File: src/lpm_pkg.sv
// Package for the low-power mode controller: constants, types, register map
package lpm_pkg;
  localparam int ADDR_W = 4;
  localparam int DATA_W = 16;
  localparam int CLK_MHZ = 200;
  // Base interval figure, milliseconds
  localparam int BASE_INTERVAL_MS = 500;
  localparam int BASE_INTERVAL_CYC = BASE_INTERVAL_MS * 1000 * CLK_MHZ;
  // Register indices
  localparam logic [ADDR_W-1:0] ADDR_TRIP_CONTROL = 4'h0;
  localparam logic [ADDR_W-1:0] ADDR_OPERATING_MODE_CONTROL = 4'h1;
  localparam logic [ADDR_W-1:0] ADDR_SAMPLE_CONFIG = 4'h2;
  localparam logic [ADDR_W-1:0] ADDR_CELL_TRIP = 4'h3;
  localparam logic [ADDR_W-1:0] ADDR_CHARGE_WAKE = 4'h4;
  localparam logic [ADDR_W-1:0] ADDR_LOW_CURRENT = 4'h5;
  localparam logic [ADDR_W-1:0] ADDR_PACK_WAKE = 4'h6;
  localparam logic [ADDR_W-1:0] ADDR_PACK_LOW = 4'h7;
  localparam logic [ADDR_W-1:0] ADDR_STATUS = 4'h8;
  // trip_control field positions
  localparam int TC_CELL1_ENT = 0;
  localparam int TC_CELL2_ENT = 1;
  localparam int TC_CHARGE_WAKE = 2;
  localparam int TC_LOW_ENT = 3;
  localparam int TC_PACK_WAKE = 4;
  // operating_mode_control field positions
  localparam int OM_SLEEP_REQ = 0;
  localparam int OM_STORAGE_ENT = 1;
  localparam int OM_DIV_LSB = 4;
  localparam int DIV_W = 3;
  localparam logic [DATA_W-1:0] RESET_VALUE = 16'h0000;
  localparam int FILTER_ENTRY_CYC = 1000;
  localparam int FILTER_EXIT_CYC = 1000;

  typedef enum {MODE_RUN, MODE_SLEEP, MODE_WAKE_CONVERT, MODE_STORAGE} mode_t;

  typedef struct packed {
    logic signed [DATA_W-1:0] current;
    logic [DATA_W-1:0] cell1;
    logic [DATA_W-1:0] cell2;
    logic [DATA_W-1:0] pack;
  } meas_t;

  typedef struct packed {
    logic [ADDR_W-1:0] addr;
    logic [DATA_W-1:0] wdata;
    logic wr;
    logic rd;
  } reg_req_t;
endpackage : lpm_pkg

File: src/bus_level_filter.sv
// Filter that reports sustained low or high on both two-wire bus lines
`timescale 1ns/1ps
module bus_level_filter #(
  parameter int LOW_CYC = 1000,
  parameter int HIGH_CYC = 1000
) (
  input wire logic core_clk,
  input wire logic rst_b,
  input wire logic clk_line,
  input wire logic data_line,
  output logic both_low_held,
  output logic both_high_held
);
  localparam int MAXC = (LOW_CYC > HIGH_CYC) ? LOW_CYC : HIGH_CYC;
  localparam int CW = $clog2(MAXC + 1);
  logic [1:0] clk_sync;
  logic [1:0] data_sync;
  logic [CW-1:0] low_cnt;
  logic [CW-1:0] high_cnt;
  logic both_low;
  logic both_high;

  always_ff @(posedge core_clk or negedge rst_b) begin
    if (!rst_b) begin
      clk_sync <= 2'h3;
      data_sync <= 2'h3;
    end else begin
      clk_sync <= {clk_sync[0], clk_line};
      data_sync <= {data_sync[0], data_line};
    end
  end

  assign both_low = !clk_sync[1] && !data_sync[1];
  assign both_high = clk_sync[1] && data_sync[1];

  // Counters restart on any break in the level
  always_ff @(posedge core_clk or negedge rst_b) begin
    if (!rst_b) begin
      low_cnt <= '0;
      both_low_held <= 1'b0;
    end else if (!both_low) begin
      low_cnt <= '0;
      both_low_held <= 1'b0;
    end else if (low_cnt < CW'(LOW_CYC)) begin
      low_cnt <= low_cnt + CW'(1);
    end else begin
      both_low_held <= 1'b1;
    end
  end

  always_ff @(posedge core_clk or negedge rst_b) begin
    if (!rst_b) begin
      high_cnt <= '0;
      both_high_held <= 1'b0;
    end else if (!both_high) begin
      high_cnt <= '0;
      both_high_held <= 1'b0;
    end else if (high_cnt < CW'(HIGH_CYC)) begin
      high_cnt <= high_cnt + CW'(1);
    end else begin
      both_high_held <= 1'b1;
    end
  end
endmodule : bus_level_filter

File: src/low_power_mode_control.sv
// Low-power mode controller: run, sleep-sample and storage sleep sequencing
//
// Notes on behaviour
// Sleep powers analog off; wake runs one set
// Sleep intervals timed by separate RC oscillator
// Low cell with its enable enters sleep-sample
// Charge wake above threshold blocks sleep entry
// Host sleep request bit enters sleep-sample
// Low current with enable enters sleep-sample
// Interval is 0.5 s times 2 to the sum of two exponents
// Clearing request or enabled wake exits sleep
// Charge current above threshold wakes when enabled
// Pack voltage above threshold wakes when enabled
// Storage: no measuring, bus ignored, memory lost
// Storage armed by bit or low pack
// Armed: both lines held low enters storage
// Both lines held high exits storage
// Run held when no low-power mode active
// Sample exponent is three bits, 0 to 7
// Entry and exit times are filter parameters
`timescale 1ns/1ps
module low_power_mode_control
  import lpm_pkg::*;
#(
  parameter int BASE_CYC = BASE_INTERVAL_CYC,
  parameter int ENTRY_CYC = FILTER_ENTRY_CYC,
  parameter int EXIT_CYC = FILTER_EXIT_CYC
) (
  input wire logic core_clk,
  input wire logic rst_b,
  input wire lpm_pkg::reg_req_t reg_req,
  output logic [lpm_pkg::DATA_W-1:0] reg_rdata,
  input wire lpm_pkg::meas_t meas,
  input wire logic meas_valid,
  input wire logic power_good,
  input wire logic sleep_osc_tick,
  input wire logic clk_line_in,
  input wire logic data_line_in,
  output logic analog_enable,
  output logic convert_start,
  output logic accumulate_enable,
  output logic bus_enable,
  output logic volatile_clear,
  output logic [1:0] mode_code
);
  mode_t mode;
  logic [DATA_W-1:0] trip_control;
  logic [DATA_W-1:0] operating_mode_control;
  logic [DATA_W-1:0] sample_config;
  logic [DATA_W-1:0] cell_voltage_trip_level;
  logic [DATA_W-1:0] charge_wake_threshold;
  logic [DATA_W-1:0] low_current_threshold;
  logic [DATA_W-1:0] pack_voltage_wake_threshold;
  logic [DATA_W-1:0] pack_low_storage_threshold;
  logic [1:0] tick_sync;
  logic tick_prev;
  logic tick_pulse;
  logic [1:0] pg_sync;
  logic both_low_held;
  logic both_high_held;
  logic storage_armed;
  logic entry_cond;
  logic wake_cond;
  logic sleep_req;
  logic [DIV_W-1:0] sample_divider_exponent;
  logic [DIV_W-1:0] sleep_divider_exponent;
  logic [31:0] tick_cnt;
  logic [31:0] interval_ticks;
  logic [DATA_W-1:0] status_word;
  logic convert_pending;

  bus_level_filter #(
    .LOW_CYC(ENTRY_CYC),
    .HIGH_CYC(EXIT_CYC)
  ) u_filter (
    .core_clk(core_clk),
    .rst_b(rst_b),
    .clk_line(clk_line_in),
    .data_line(data_line_in),
    .both_low_held(both_low_held),
    .both_high_held(both_high_held)
  );

  // Sleep oscillator tick and power-good arrive asynchronously
  always_ff @(posedge core_clk or negedge rst_b) begin
    if (!rst_b) begin
      tick_sync <= 2'h0;
      tick_prev <= 1'b0;
      pg_sync <= 2'h0;
    end else begin
      tick_sync <= {tick_sync[0], sleep_osc_tick};
      tick_prev <= tick_sync[1];
      pg_sync <= {pg_sync[0], power_good};
    end
  end
  assign tick_pulse = tick_sync[1] && !tick_prev;

  assign sleep_req = operating_mode_control[OM_SLEEP_REQ];
  assign sleep_divider_exponent = operating_mode_control[OM_DIV_LSB +: DIV_W];
  assign sample_divider_exponent = sample_config[DIV_W-1:0];

  // One sleep tick equals the base half-second; interval in ticks
  assign interval_ticks = 32'(1) << (32'(sample_divider_exponent) + 32'(sleep_divider_exponent));

  assign entry_cond = sleep_req
    || (trip_control[TC_CELL1_ENT] && meas.cell1 < cell_voltage_trip_level)
    || (trip_control[TC_CELL2_ENT] && meas.cell2 < cell_voltage_trip_level)
    || (trip_control[TC_LOW_ENT] && $signed(meas.current) < $signed(low_current_threshold));

  assign wake_cond = (trip_control[TC_CHARGE_WAKE]
      && $signed(meas.current) > $signed(charge_wake_threshold))
    || (trip_control[TC_PACK_WAKE] && meas.pack > pack_voltage_wake_threshold);

  assign storage_armed = operating_mode_control[OM_STORAGE_ENT]
    || meas.pack < pack_low_storage_threshold;

  // Mode sequencer
  always_ff @(posedge core_clk or negedge rst_b) begin
    if (!rst_b) begin
      mode <= MODE_RUN;
      tick_cnt <= '0;
    end else begin
      case (mode)
        MODE_RUN: begin
          tick_cnt <= '0;
          if (storage_armed && both_low_held) begin
            mode <= MODE_STORAGE;
          end else if (pg_sync[1] && entry_cond && !wake_cond) begin
            mode <= MODE_SLEEP;
          end else begin
            mode <= MODE_RUN;
          end
        end
        MODE_SLEEP: begin
          if (storage_armed && both_low_held) begin
            mode <= MODE_STORAGE;
          end else if (!sleep_req && !entry_cond) begin
            mode <= MODE_RUN;
          end else if (wake_cond) begin
            mode <= MODE_RUN;
          end else if (tick_pulse) begin
            if (tick_cnt + 32'(1) >= interval_ticks) begin
              tick_cnt <= '0;
              mode <= MODE_WAKE_CONVERT;
            end else begin
              tick_cnt <= tick_cnt + 32'(1);
            end
          end
        end
        MODE_WAKE_CONVERT: begin
          if (meas_valid && !convert_pending) begin
            if (wake_cond || (!sleep_req && !entry_cond)) begin
              mode <= MODE_RUN;
            end else begin
              mode <= MODE_SLEEP;
            end
          end
        end
        MODE_STORAGE: begin
          if (both_high_held) begin
            mode <= MODE_RUN;
          end
        end
        default: begin
          mode <= MODE_RUN;
        end
      endcase
    end
  end

  // One conversion start per wake
  always_ff @(posedge core_clk or negedge rst_b) begin
    if (!rst_b) begin
      convert_pending <= 1'b0;
      convert_start <= 1'b0;
    end else begin
      convert_start <= 1'b0;
      if (mode == MODE_SLEEP && tick_pulse && tick_cnt + 32'(1) >= interval_ticks
          && !wake_cond && (sleep_req || entry_cond) && !(storage_armed && both_low_held)) begin
        convert_pending <= 1'b1;
      end else if (mode == MODE_WAKE_CONVERT && convert_pending) begin
        convert_pending <= 1'b0;
        convert_start <= 1'b1;
      end
    end
  end

  // Outputs derived from mode
  always_ff @(posedge core_clk or negedge rst_b) begin
    if (!rst_b) begin
      analog_enable <= 1'b1;
      accumulate_enable <= 1'b1;
      bus_enable <= 1'b1;
      volatile_clear <= 1'b0;
      mode_code <= 2'h0;
    end else begin
      analog_enable <= (mode == MODE_RUN) || (mode == MODE_WAKE_CONVERT);
      accumulate_enable <= (mode != MODE_STORAGE);
      bus_enable <= (mode != MODE_STORAGE);
      volatile_clear <= (mode == MODE_STORAGE);
      case (mode)
        MODE_RUN: mode_code <= 2'h0;
        MODE_SLEEP: mode_code <= 2'h1;
        MODE_WAKE_CONVERT: mode_code <= 2'h2;
        MODE_STORAGE: mode_code <= 2'h3;
        default: mode_code <= 2'h0;
      endcase
    end
  end

  // Register writes; bus ignored and contents lost in storage
  always_ff @(posedge core_clk or negedge rst_b) begin
    if (!rst_b) begin
      trip_control <= RESET_VALUE;
      operating_mode_control <= RESET_VALUE;
      sample_config <= RESET_VALUE;
      cell_voltage_trip_level <= RESET_VALUE;
      charge_wake_threshold <= RESET_VALUE;
      low_current_threshold <= RESET_VALUE;
      pack_voltage_wake_threshold <= RESET_VALUE;
      pack_low_storage_threshold <= RESET_VALUE;
    end else if (mode == MODE_STORAGE) begin
      trip_control <= RESET_VALUE;
      operating_mode_control <= RESET_VALUE;
      sample_config <= RESET_VALUE;
      cell_voltage_trip_level <= RESET_VALUE;
      charge_wake_threshold <= RESET_VALUE;
      low_current_threshold <= RESET_VALUE;
      pack_voltage_wake_threshold <= RESET_VALUE;
      pack_low_storage_threshold <= RESET_VALUE;
    end else if (reg_req.wr) begin
      case (reg_req.addr)
        ADDR_TRIP_CONTROL: trip_control <= {11'h000, reg_req.wdata[4:0]};
        ADDR_OPERATING_MODE_CONTROL: operating_mode_control <= {9'h000, reg_req.wdata[6:4], 2'h0, reg_req.wdata[1:0]};
        ADDR_SAMPLE_CONFIG: sample_config <= {13'h0000, reg_req.wdata[DIV_W-1:0]};
        ADDR_CELL_TRIP: cell_voltage_trip_level <= reg_req.wdata;
        ADDR_CHARGE_WAKE: charge_wake_threshold <= reg_req.wdata;
        ADDR_LOW_CURRENT: low_current_threshold <= reg_req.wdata;
        ADDR_PACK_WAKE: pack_voltage_wake_threshold <= reg_req.wdata;
        ADDR_PACK_LOW: pack_low_storage_threshold <= reg_req.wdata;
        default: begin
        end
      endcase
    end
  end

  assign status_word = {11'h000, storage_armed, wake_cond, entry_cond, mode_code};

  always_ff @(posedge core_clk or negedge rst_b) begin
    if (!rst_b) begin
      reg_rdata <= '0;
    end else if (reg_req.rd && mode != MODE_STORAGE) begin
      case (reg_req.addr)
        ADDR_TRIP_CONTROL: reg_rdata <= trip_control;
        ADDR_OPERATING_MODE_CONTROL: reg_rdata <= operating_mode_control;
        ADDR_SAMPLE_CONFIG: reg_rdata <= sample_config;
        ADDR_CELL_TRIP: reg_rdata <= cell_voltage_trip_level;
        ADDR_CHARGE_WAKE: reg_rdata <= charge_wake_threshold;
        ADDR_LOW_CURRENT: reg_rdata <= low_current_threshold;
        ADDR_PACK_WAKE: reg_rdata <= pack_voltage_wake_threshold;
        ADDR_PACK_LOW: reg_rdata <= pack_low_storage_threshold;
        ADDR_STATUS: reg_rdata <= status_word;
        default: reg_rdata <= '0;
      endcase
    end else begin
      reg_rdata <= '0;
    end
  end
endmodule : low_power_mode_control

File: config.mk
export PLATFORM = sky130hd
export DESIGN_NAME = low_power_mode_control
export DESIGN_NICKNAME = d
export VERILOG_FILES = /design/src/lpm_pkg.sv /design/src/bus_level_filter.sv /design/src/low_power_mode_control.sv
export SDC_FILE = /design/constraint.sdc
export NUM_CORES = 1
export LEC_CHECK = 0
export ABC_AREA = 1
export BUFFER_PORTS_ARGS = -buffer_cell sky130_fd_sc_hd__buf_4
export CAP_MARGIN = 20
export CORE_UTILIZATION = 60
export DETAILED_ROUTE_END_ITERATION = 16
export PLACE_DENSITY = 0.78
export RECOVER_POWER = 25
export SETUP_SLACK_MARGIN = 0.5
export SLEW_MARGIN = 20
export SYNTH_ARGS = -nofsm -noshare
export SYNTH_HDL_FRONTEND = slang
export SYNTH_HIERARCHICAL = 1
export SYNTH_SLANG_ARGS = --single-unit
File: constraint.sdc
create_clock -name core_clk -period 7.4 [get_ports core_clk]
set_input_delay 0.74 -clock core_clk [delete_from_list [all_inputs] [get_ports core_clk]]
set_output_delay 0.74 -clock core_clk [all_outputs]
set_load 0.05 [all_outputs]
==> metrics.yaml, run 1 <==
yosys:
  syn-cell-area_um2: 11500
  synth_seq_area_share_pct: 39.5
  syn_inst: 1525
  synth_area_per_cell_um2: 7.53
  synthesis.nets: 1733
  yosysTopAreaCellShare_pct: 38.1
  yosys_warnings: 6
  synth.area.top_cells: "dfrtp_1, nand2_1, ha_1, inv_1, o21ai_0"
  ys_types: 47
  yosys.area.top_type: "dfrtp_1"
  yosys_register_bits: 181
final_layout:
  drive_gt1_share_pct: 11.8
  multi_input_area_um2: 5890
  nNetsFinal: 1839
  area_delta_synth_final_pct: 13.9
  antennaDiodeCount: 0
  seq_area_um2: 4540
  nFillCells: 1535
power_and_ir_drop:
  p_switching_mw: 1.73
  power_frac_comb_pct: 42.6
  p_per_area_nw_per_um2: 306
  p_sw_share_pct: 43.1
  internal_power_mw: 2.28
  seq_power_share_pct: 34.8
  clkPwrFrac_pct: 22.5
  power_leakage_nw: 6.66
  peakVddDrop_mv: 0.229
placement:
  hpwl_mm: 23.6
  portBuffers: 115
  place_congestion: 0.956
  preCtsSetupSlack_ns: 3.73
die:
  start_util_pct: 61.4
  design.die.area_um2: 19700
  core_area_um2: 18700
  die_x_um: 140
  die_h_um: 140
  ioPinCount: 116
  rows: 50
timing:
  whs_ns: 0.352
  worst_slack_ns: 3.63
  fmax_ghz: 0.265
  worstMarginPinSlew_ns: 2.57
  rsz0062_at_grt: "no"
  period_minus_slack_ns: 3.77
  hold_viol: 0
  slew_violations: 50
  fin_setup_tns_ns: 0
  clock_skew_ns: 0.0141
  relSlewSlack_pct: -71.3
  setup_viol: 0
  min_period_over_period_pct: 50.9
status:
  outcome: "complete, but fails checks"
  violations: "max-capacitance violations, max-slew violations"
setup_path:
  cp.arrival_ns: 4.15
  crit_chain: "ha_1 > nand2_1 > nand2_1 > a31oi_1 > clkinv_1 > nor4_1 > ha_1 > inv_1 > nand2_1 > nand2_1 > nand2_1 > nand2_1 > nand2_1 > nand2_1 > nand2_1 > nand2_1 > nand2_1 > nand2_1 > nand2_1 > nand2_1 > nand4_2 > nor2_4 > nand2_1 > nand2_1"
  crit_top_cell: "nand2_1"
  cp_slowest_stage_delay_ns: 0.48
  cp_max_fo: 16
  crit_type: "reg -> reg"
  reg2reg_depth: 24
  crit_path_end_kind: "flip-flop"
  rrSetupSlack_ns: 3.63
  required_ns: 7.78
  r2r_start: "operating_mode_control[6]"
  critPathSlowestCell: "a31oi_1"
  endpoint: "tick_cnt[12]"
  reg2reg_to: "tick_cnt[12]"
  cp-startpoint: "operating_mode_control[6]"
  start_kind: "flip-flop"
clock_tree:
  cts_resized: 0
  tritoncts.num_buffers: 17
  cts_tree: "yes"
  hold_buffers: 0
  cts_htree_levels: 4
  clk_path_buf_depth: 2
  clk_pin_slew_ns: 0.08
  clock_latency_ns: 0.44
  cts-root-buf: "clkbuf_16"
  postCtsSetupRepairBufs: 0
  clock_sinks: 181
detailed_routing:
  routed_wl_mm: 30.3
  vias: 10500
  dr.pass1.iters: 6
  vias_per_cell: 5.61
  drtAntennaViolNets: 0
  drc: 0
  wl_per_cell_um: 16.1
  drtIter0Drc: 982
grt:
  grt_usage_pct: 32.0
  antenna_found_initial: 1
  grt_max_degree: 69
  grt_pass1_vias: 9761
  grt_pass1_wl_mm: 48.6
  overflow: 0
min_path:
  min_from: "tick_sync[0]"
  min_path_type: "reg -> reg"
job:
  maxCapViolCount: 1
==> metal layers <==
layer / vias up / track usage (%) / share of wire (%)
met5: - / 0 / 0.043
met4: 2 / 7.69 / 1.7
met3: 50 / 7.15 / 9.2
met2: 471 / 48.8 / 44
met1: 4886 / 46.2 / 45
li1: 5131 / - / -
==> stage by stage <==
stage	std cells	area, µm²	util, %	power, mW
2_1_floorplan	1525	11500	-	2.56
3_3_place_gp	1846	12500	67.0	3.00
3_5_place_dp	1846	12500	67.0	3.08
4_1_cts	1878	13100	70.1	3.99
5_1_grt	1878	13100	70.0	4.32
6_report	1878	13100	70.0	4.01
==> worst max-delay path, delay by kind of cell, from the launching register on <==
family                     cells  cell delay (ns)
DFF                            1             0.41
AOI/OAI and AO/OA              1             0.48
adders and majority gates      2             0.63
and+or+nand+nor               19             1.73
buffers and inverters          2             0.44
==> cell usage in the layout (no fill, tap or decap), types with 13 or more instances in the layout <==
| cell type | n |
|---|---|
| nand2_1 | 419 |
| inv_1 | 229 |
| dfrtp_1 | 175 |
| nor2_1 | 132 |
| o21ai_0 | 116 |
| buf_4 | 115 |
| ha_1 | 114 |
| nand3_1 | 73 |
| a21oi_1 | 67 |
| o22ai_1 | 30 |
| nor3_1 | 18 |
| clkbuf_16 | 17 |
| nand4_1 | 16 |
| nor2_2 | 14 |
| xor2_1 | 13 |
==> worst min path at each step <==
stage,to,slack [ns],cells after the start
2_1_floorplan,pg_sync[1],0.33,0
3_3_place_gp,tick_sync[1],0.33,0
3_5_place_dp,tick_sync[1],0.33,0
4_1_cts,charge_wake_threshold[9],0.24,1
5_1_grt,u_filter/clk_sync[1],0.37,0
6_report,tick_sync[1],0.35,0
==> area by class of cell <==
cell class	instances	share of cell area, %
multi-input cells	1075	45.0
clock buffers	18	3.28
clock inverters	14	1.21
well taps	234	2.24
repair buffers	120	6.83
flip-flops and latches	181	34.7
inverters	236	6.78
==> Yosys cell counts, drive strengths merged <==
cell / number
a211o: 1
a211oi: 11
a21o: 2
a21oi: 67
a221oi: 4
a31oi: 3
buf: 8
clkbuf: 25
clkinv: 5
dfrtp: 175
dfstp: 6
fa: 1
ha: 114
inv: 231
mux2: 5
nand2: 425
nand3: 75
nand4: 18
nor2: 150
nor3: 19
nor4: 2
o2111ai: 1
o211ai: 1
o21a: 2
o21ai: 122
o21bai: 3
o221ai: 1
o22ai: 30
or2: 1
xnor2: 4
xor2: 13
==> power by group through the flow <==
stage	clock (mW)	sequential, mW	combinational [mW]
5_1_grt	0.945	1.42	1.95
3_5_place_dp	0	1.41	1.67
2_1_floorplan	0	1.41	1.14
6_report	0.903	1.40	1.71
3_3_place_gp	0	1.40	1.61
4_1_cts	0.912	1.39	1.69
==> state kept, by name, indices dropped and copies added, names as in the netlist, 16 cells and up <==
signal	flops
cell_voltage_trip_level	16
pack_voltage_wake_threshold	16
low_current_threshold	16
charge_wake_threshold	16
reg_rdata	16
pack_low_storage_threshold	16
tick_cnt	32
==> cell families after synthesis <==
group,count (synthesis),share of synthesized area (%)
DFF,181,39.5
xor gates and xnor gates,17,1.30
buffers and inverters,269,9.11
AOI/OAI and AO/OA,248,11.8
and+or+nand+nor,690,25.2
muxes,5,0.490
adders and majority gates,115,12.6
(Power assumes the default switching activity.)
==> inputs of run 2 (changes only) <==
ABC_AREA = 0   (was 1)
clock period = 3.5 ns   (was 7.4 ns; I/O delays follow)
==> run 2 against run 1 <==
The run still ends with max-capacitance violations, max-slew violations left. Wire length is 11% higher. Via count is 0.33% lower. Combinational power is 120% higher. Largest power group unchanged. Largest cell class unchanged.
==> metrics.yaml, run 2 <==
yosys:
  synthSimpleGateAreaFrac_pct: 22.1
  synth_commonest_cells: "nand2_1, dfrtp_1, a21oi_1"
  synth_compound_area_share_pct: 16.7
  ys_types: 86
  yosys.area.top_type: "dfrtp_1"
  synth_seq_area_share_pct: 39.8
  yosysTopAreaCellShare_pct: 38.4
  synth_edf_count: 0
  synth.area.top_cells: "dfrtp_1, ha_1, nand2_1, a21oi_1, inv_1"
  synth_area_per_cell_um2: 8.66
  synth-main-ff-cell: "dfrtp_1"
  synthesis.nets: 1525
  synth_top_family_by_area: "simple AND/OR/NAND/NOR gates"
  yosys_register_bits: 181
  syn-cell-area_um2: 11400
  yosys_warnings: 6
  synth.area.mux_share_pct: 1.61
  synth_most_common_cell: "nand2_1"
  synthArstFlopShare_pct: 100
  syn_inst: 1317
  synth-adder-area-share_pct: 12.7
  synth_xor_area_share_pct: 1.61
grt:
  grt_usage_pct: 34.9
  antenna_found_initial: 0
  grt_pass1_wl_mm: 53.5
  grt_max_degree: 95
  grt_pass1_vias: 10200
  overflow: 0
setup_path:
  cp_max_fo: 8
  rrSetupSlack_ns: 0.11
  reg2reg_depth: 16
  critical_path_buf_inv_count: 3
  crit_path_end_kind: "flip-flop"
  critPathSlowestCell: "fa_2"
  cp_slowest_stage_delay_ns: 0.48
  start_kind: "flip-flop"
  required_ns: 3.86
  crit_type: "reg -> reg"
  cp_top_family: "compound AO/OA/AOI/OAI gates"
  cp.arrival_ns: 3.75
  crit_chain: "ha_2 > inv_2 > fa_2 > buf_4 > nor2_4 > nand2_1 > ha_1 > nand2_1 > o21ai_2 > a2111oi_4 > o21ai_2 > a22oi_4 > o2111a_2 > buf_6 > nand4_1 > o211ai_2"
  worstSetupPathDepth: 16
power_and_ir_drop:
  clkPwrFrac_pct: 21.7
  p_switching_mw: 3.68
  power_leakage_nw: 6.33
  peakVddDrop_mv: 0.454
  seq_power_share_pct: 36.3
  internal_power_mw: 5.27
  p_sw_share_pct: 41.1
  power_frac_comb_pct: 42.0
  p_per_area_nw_per_um2: 656
  power_mw: 8.95
timing:
  period_minus_slack_ns: 3.39
  hold_viol: 0
  relSlewSlack_pct: -23.8
  fmax_ghz: 0.295
  clock_skew_ns: 0.00940
  worst_slack_ns: 0.109
  slew_violations: 73
  worstMarginPinSlew_ns: 1.86
  rsz0062_at_grt: "yes"
  min_period_over_period_pct: 96.9
  setup_viol: 0
  whs_ns: 0.0379
die:
  design.die.area_um2: 19600
  start_util_pct: 61.2
  core_area_um2: 18600
  die_h_um: 140
  ioPinCount: 116
  die_x_um: 140
  rows: 50
placement:
  portBuffers: 115
  place_congestion: 0.921
  hpwl_mm: 24.0
  placed_cells: 1635
  preCtsSetupSlack_ns: -0.110
final_layout:
  nFillCells: 1398
  drive_gt1_share_pct: 19.4
  layout_commonest_cell: "nand2_1"
  stdcell_count: 1691
  area_delta_synth_final_pct: 19.6
  final_cell_mix: "nand2_1, dfrtp_1, buf_4"
  final_util_pct: 73.2
  nNetsFinal: 1652
  antennaDiodeCount: 0
  seq_area_um2: 4540
  largest_register_ffs: 32
  regMostFlops: "tick_cnt"
  multi_input_area_um2: 6560
status:
  outcome: "complete, but fails checks"
  violations: "max-capacitance violations, max-slew violations"
detailed_routing:
  wl_per_cell_um: 19.8
  drc: 0
  vias_per_cell: 6.21
  dr.pass1.iters: 6
  routed_wl_mm: 33.5
  drtIter0Drc: 1132
  vias: 10500
  drtAntennaViolNets: 0
clock_tree:
  cts-root-buf: "clkbuf_16"
  cts_tree: "yes"
  tritoncts.num_buffers: 17
  clock_sinks: 181
  cts_htree_levels: 4
  clk_pin_slew_ns: 0.08
  clock_latency_ns: 0.43
  clk_path_buf_depth: 2
min_path:
  min_path_type: "in -> reg"
  hold_path_depth: 1
job:
  maxCapViolCount: 1
[run 2: cell types whose count changed after synthesis, moves of 27 or more]
cell     delta
nand2_1   -153
inv_1     -122
o21ai_0    -92
a21oi_1    +64
nor2_1     -61
nand3_1    -37
and2_1     +28
a22oi_1    +27
o22ai_1    -27
[run 2: cell type report]
type / instances / area share [%]
repair buffers: 161 / 9.12
multi-input cells: 976 / 48.1
well taps: 234 / 2.15
clock inverters: 15 / 1.27
inverters: 107 / 2.94
flip-flops and latches: 181 / 33.3
clock buffers: 17 / 3.12
[run 2: kinds of logic (layout without fill, tap and decap cells)]
kind of cell / after synthesis / count (layout)
multiplexers: 18 / 18
XOR/XNOR: 21 / 21
buffers and inverters: 161 / 300
flip-flops: 181 / 181
AO/OA/AOI/OAI: 295 / 295
AND/OR/NAND/NOR: 526 / 527
adder cells (fa/ha/maj): 115 / 115
[run 2: what timing repair did]
action / CTS / global route
gates resized for setup: 18 / 28
hold buffers: 1 / 2
pin swaps: 16 / 18
setup endpoints to repair: 19 / 35
cloned: 1 / 0
setup buffers: 11 / 9
hold endpoints to repair: 65 / 2
[run 2: worst paths after layout]
check | from | to
max | operating_mode_control[4] | tick_cnt[4]
min | sleep_osc_tick | tick_sync[0]
max reg2reg | operating_mode_control[4] | tick_cnt[4]
min reg2reg | tick_sync[0] | tick_sync[1]
max in group asynchronous | rst_b | low_current_threshold[6]
min in group asynchronous | rst_b | tick_cnt[21]
[run 2: metrics by stage]
stage / instance area, µm² / TNS (ns)
after CTS: 13400 / 0
final: 13600 / 0
after detailed placement: 12600 / -1.05
after global placement: 12600 / 0
after global routing: 13600 / 0
after floorplan: 11500 / 0
[run 2: power by group through the flow]
stage / Clock, mW / Combinational (mW) / Sequential (mW)
2_1_floorplan: 0 / 2.17 / 3.02
3_3_place_gp: 0 / 2.93 / 3.22
3_5_place_dp: 0 / 3.07 / 3.24
4_1_cts: 1.95 / 3.35 / 3.20
5_1_grt: 2.04 / 4.16 / 3.28
6_report: 1.94 / 3.76 / 3.25
[run 2: metal layers]
layer	global-route usage, %	share of wire (%)
met1	48.2	41
met5	0	0
met3	6.91	9.3
met4	12.0	3.1
met2	55.0	46
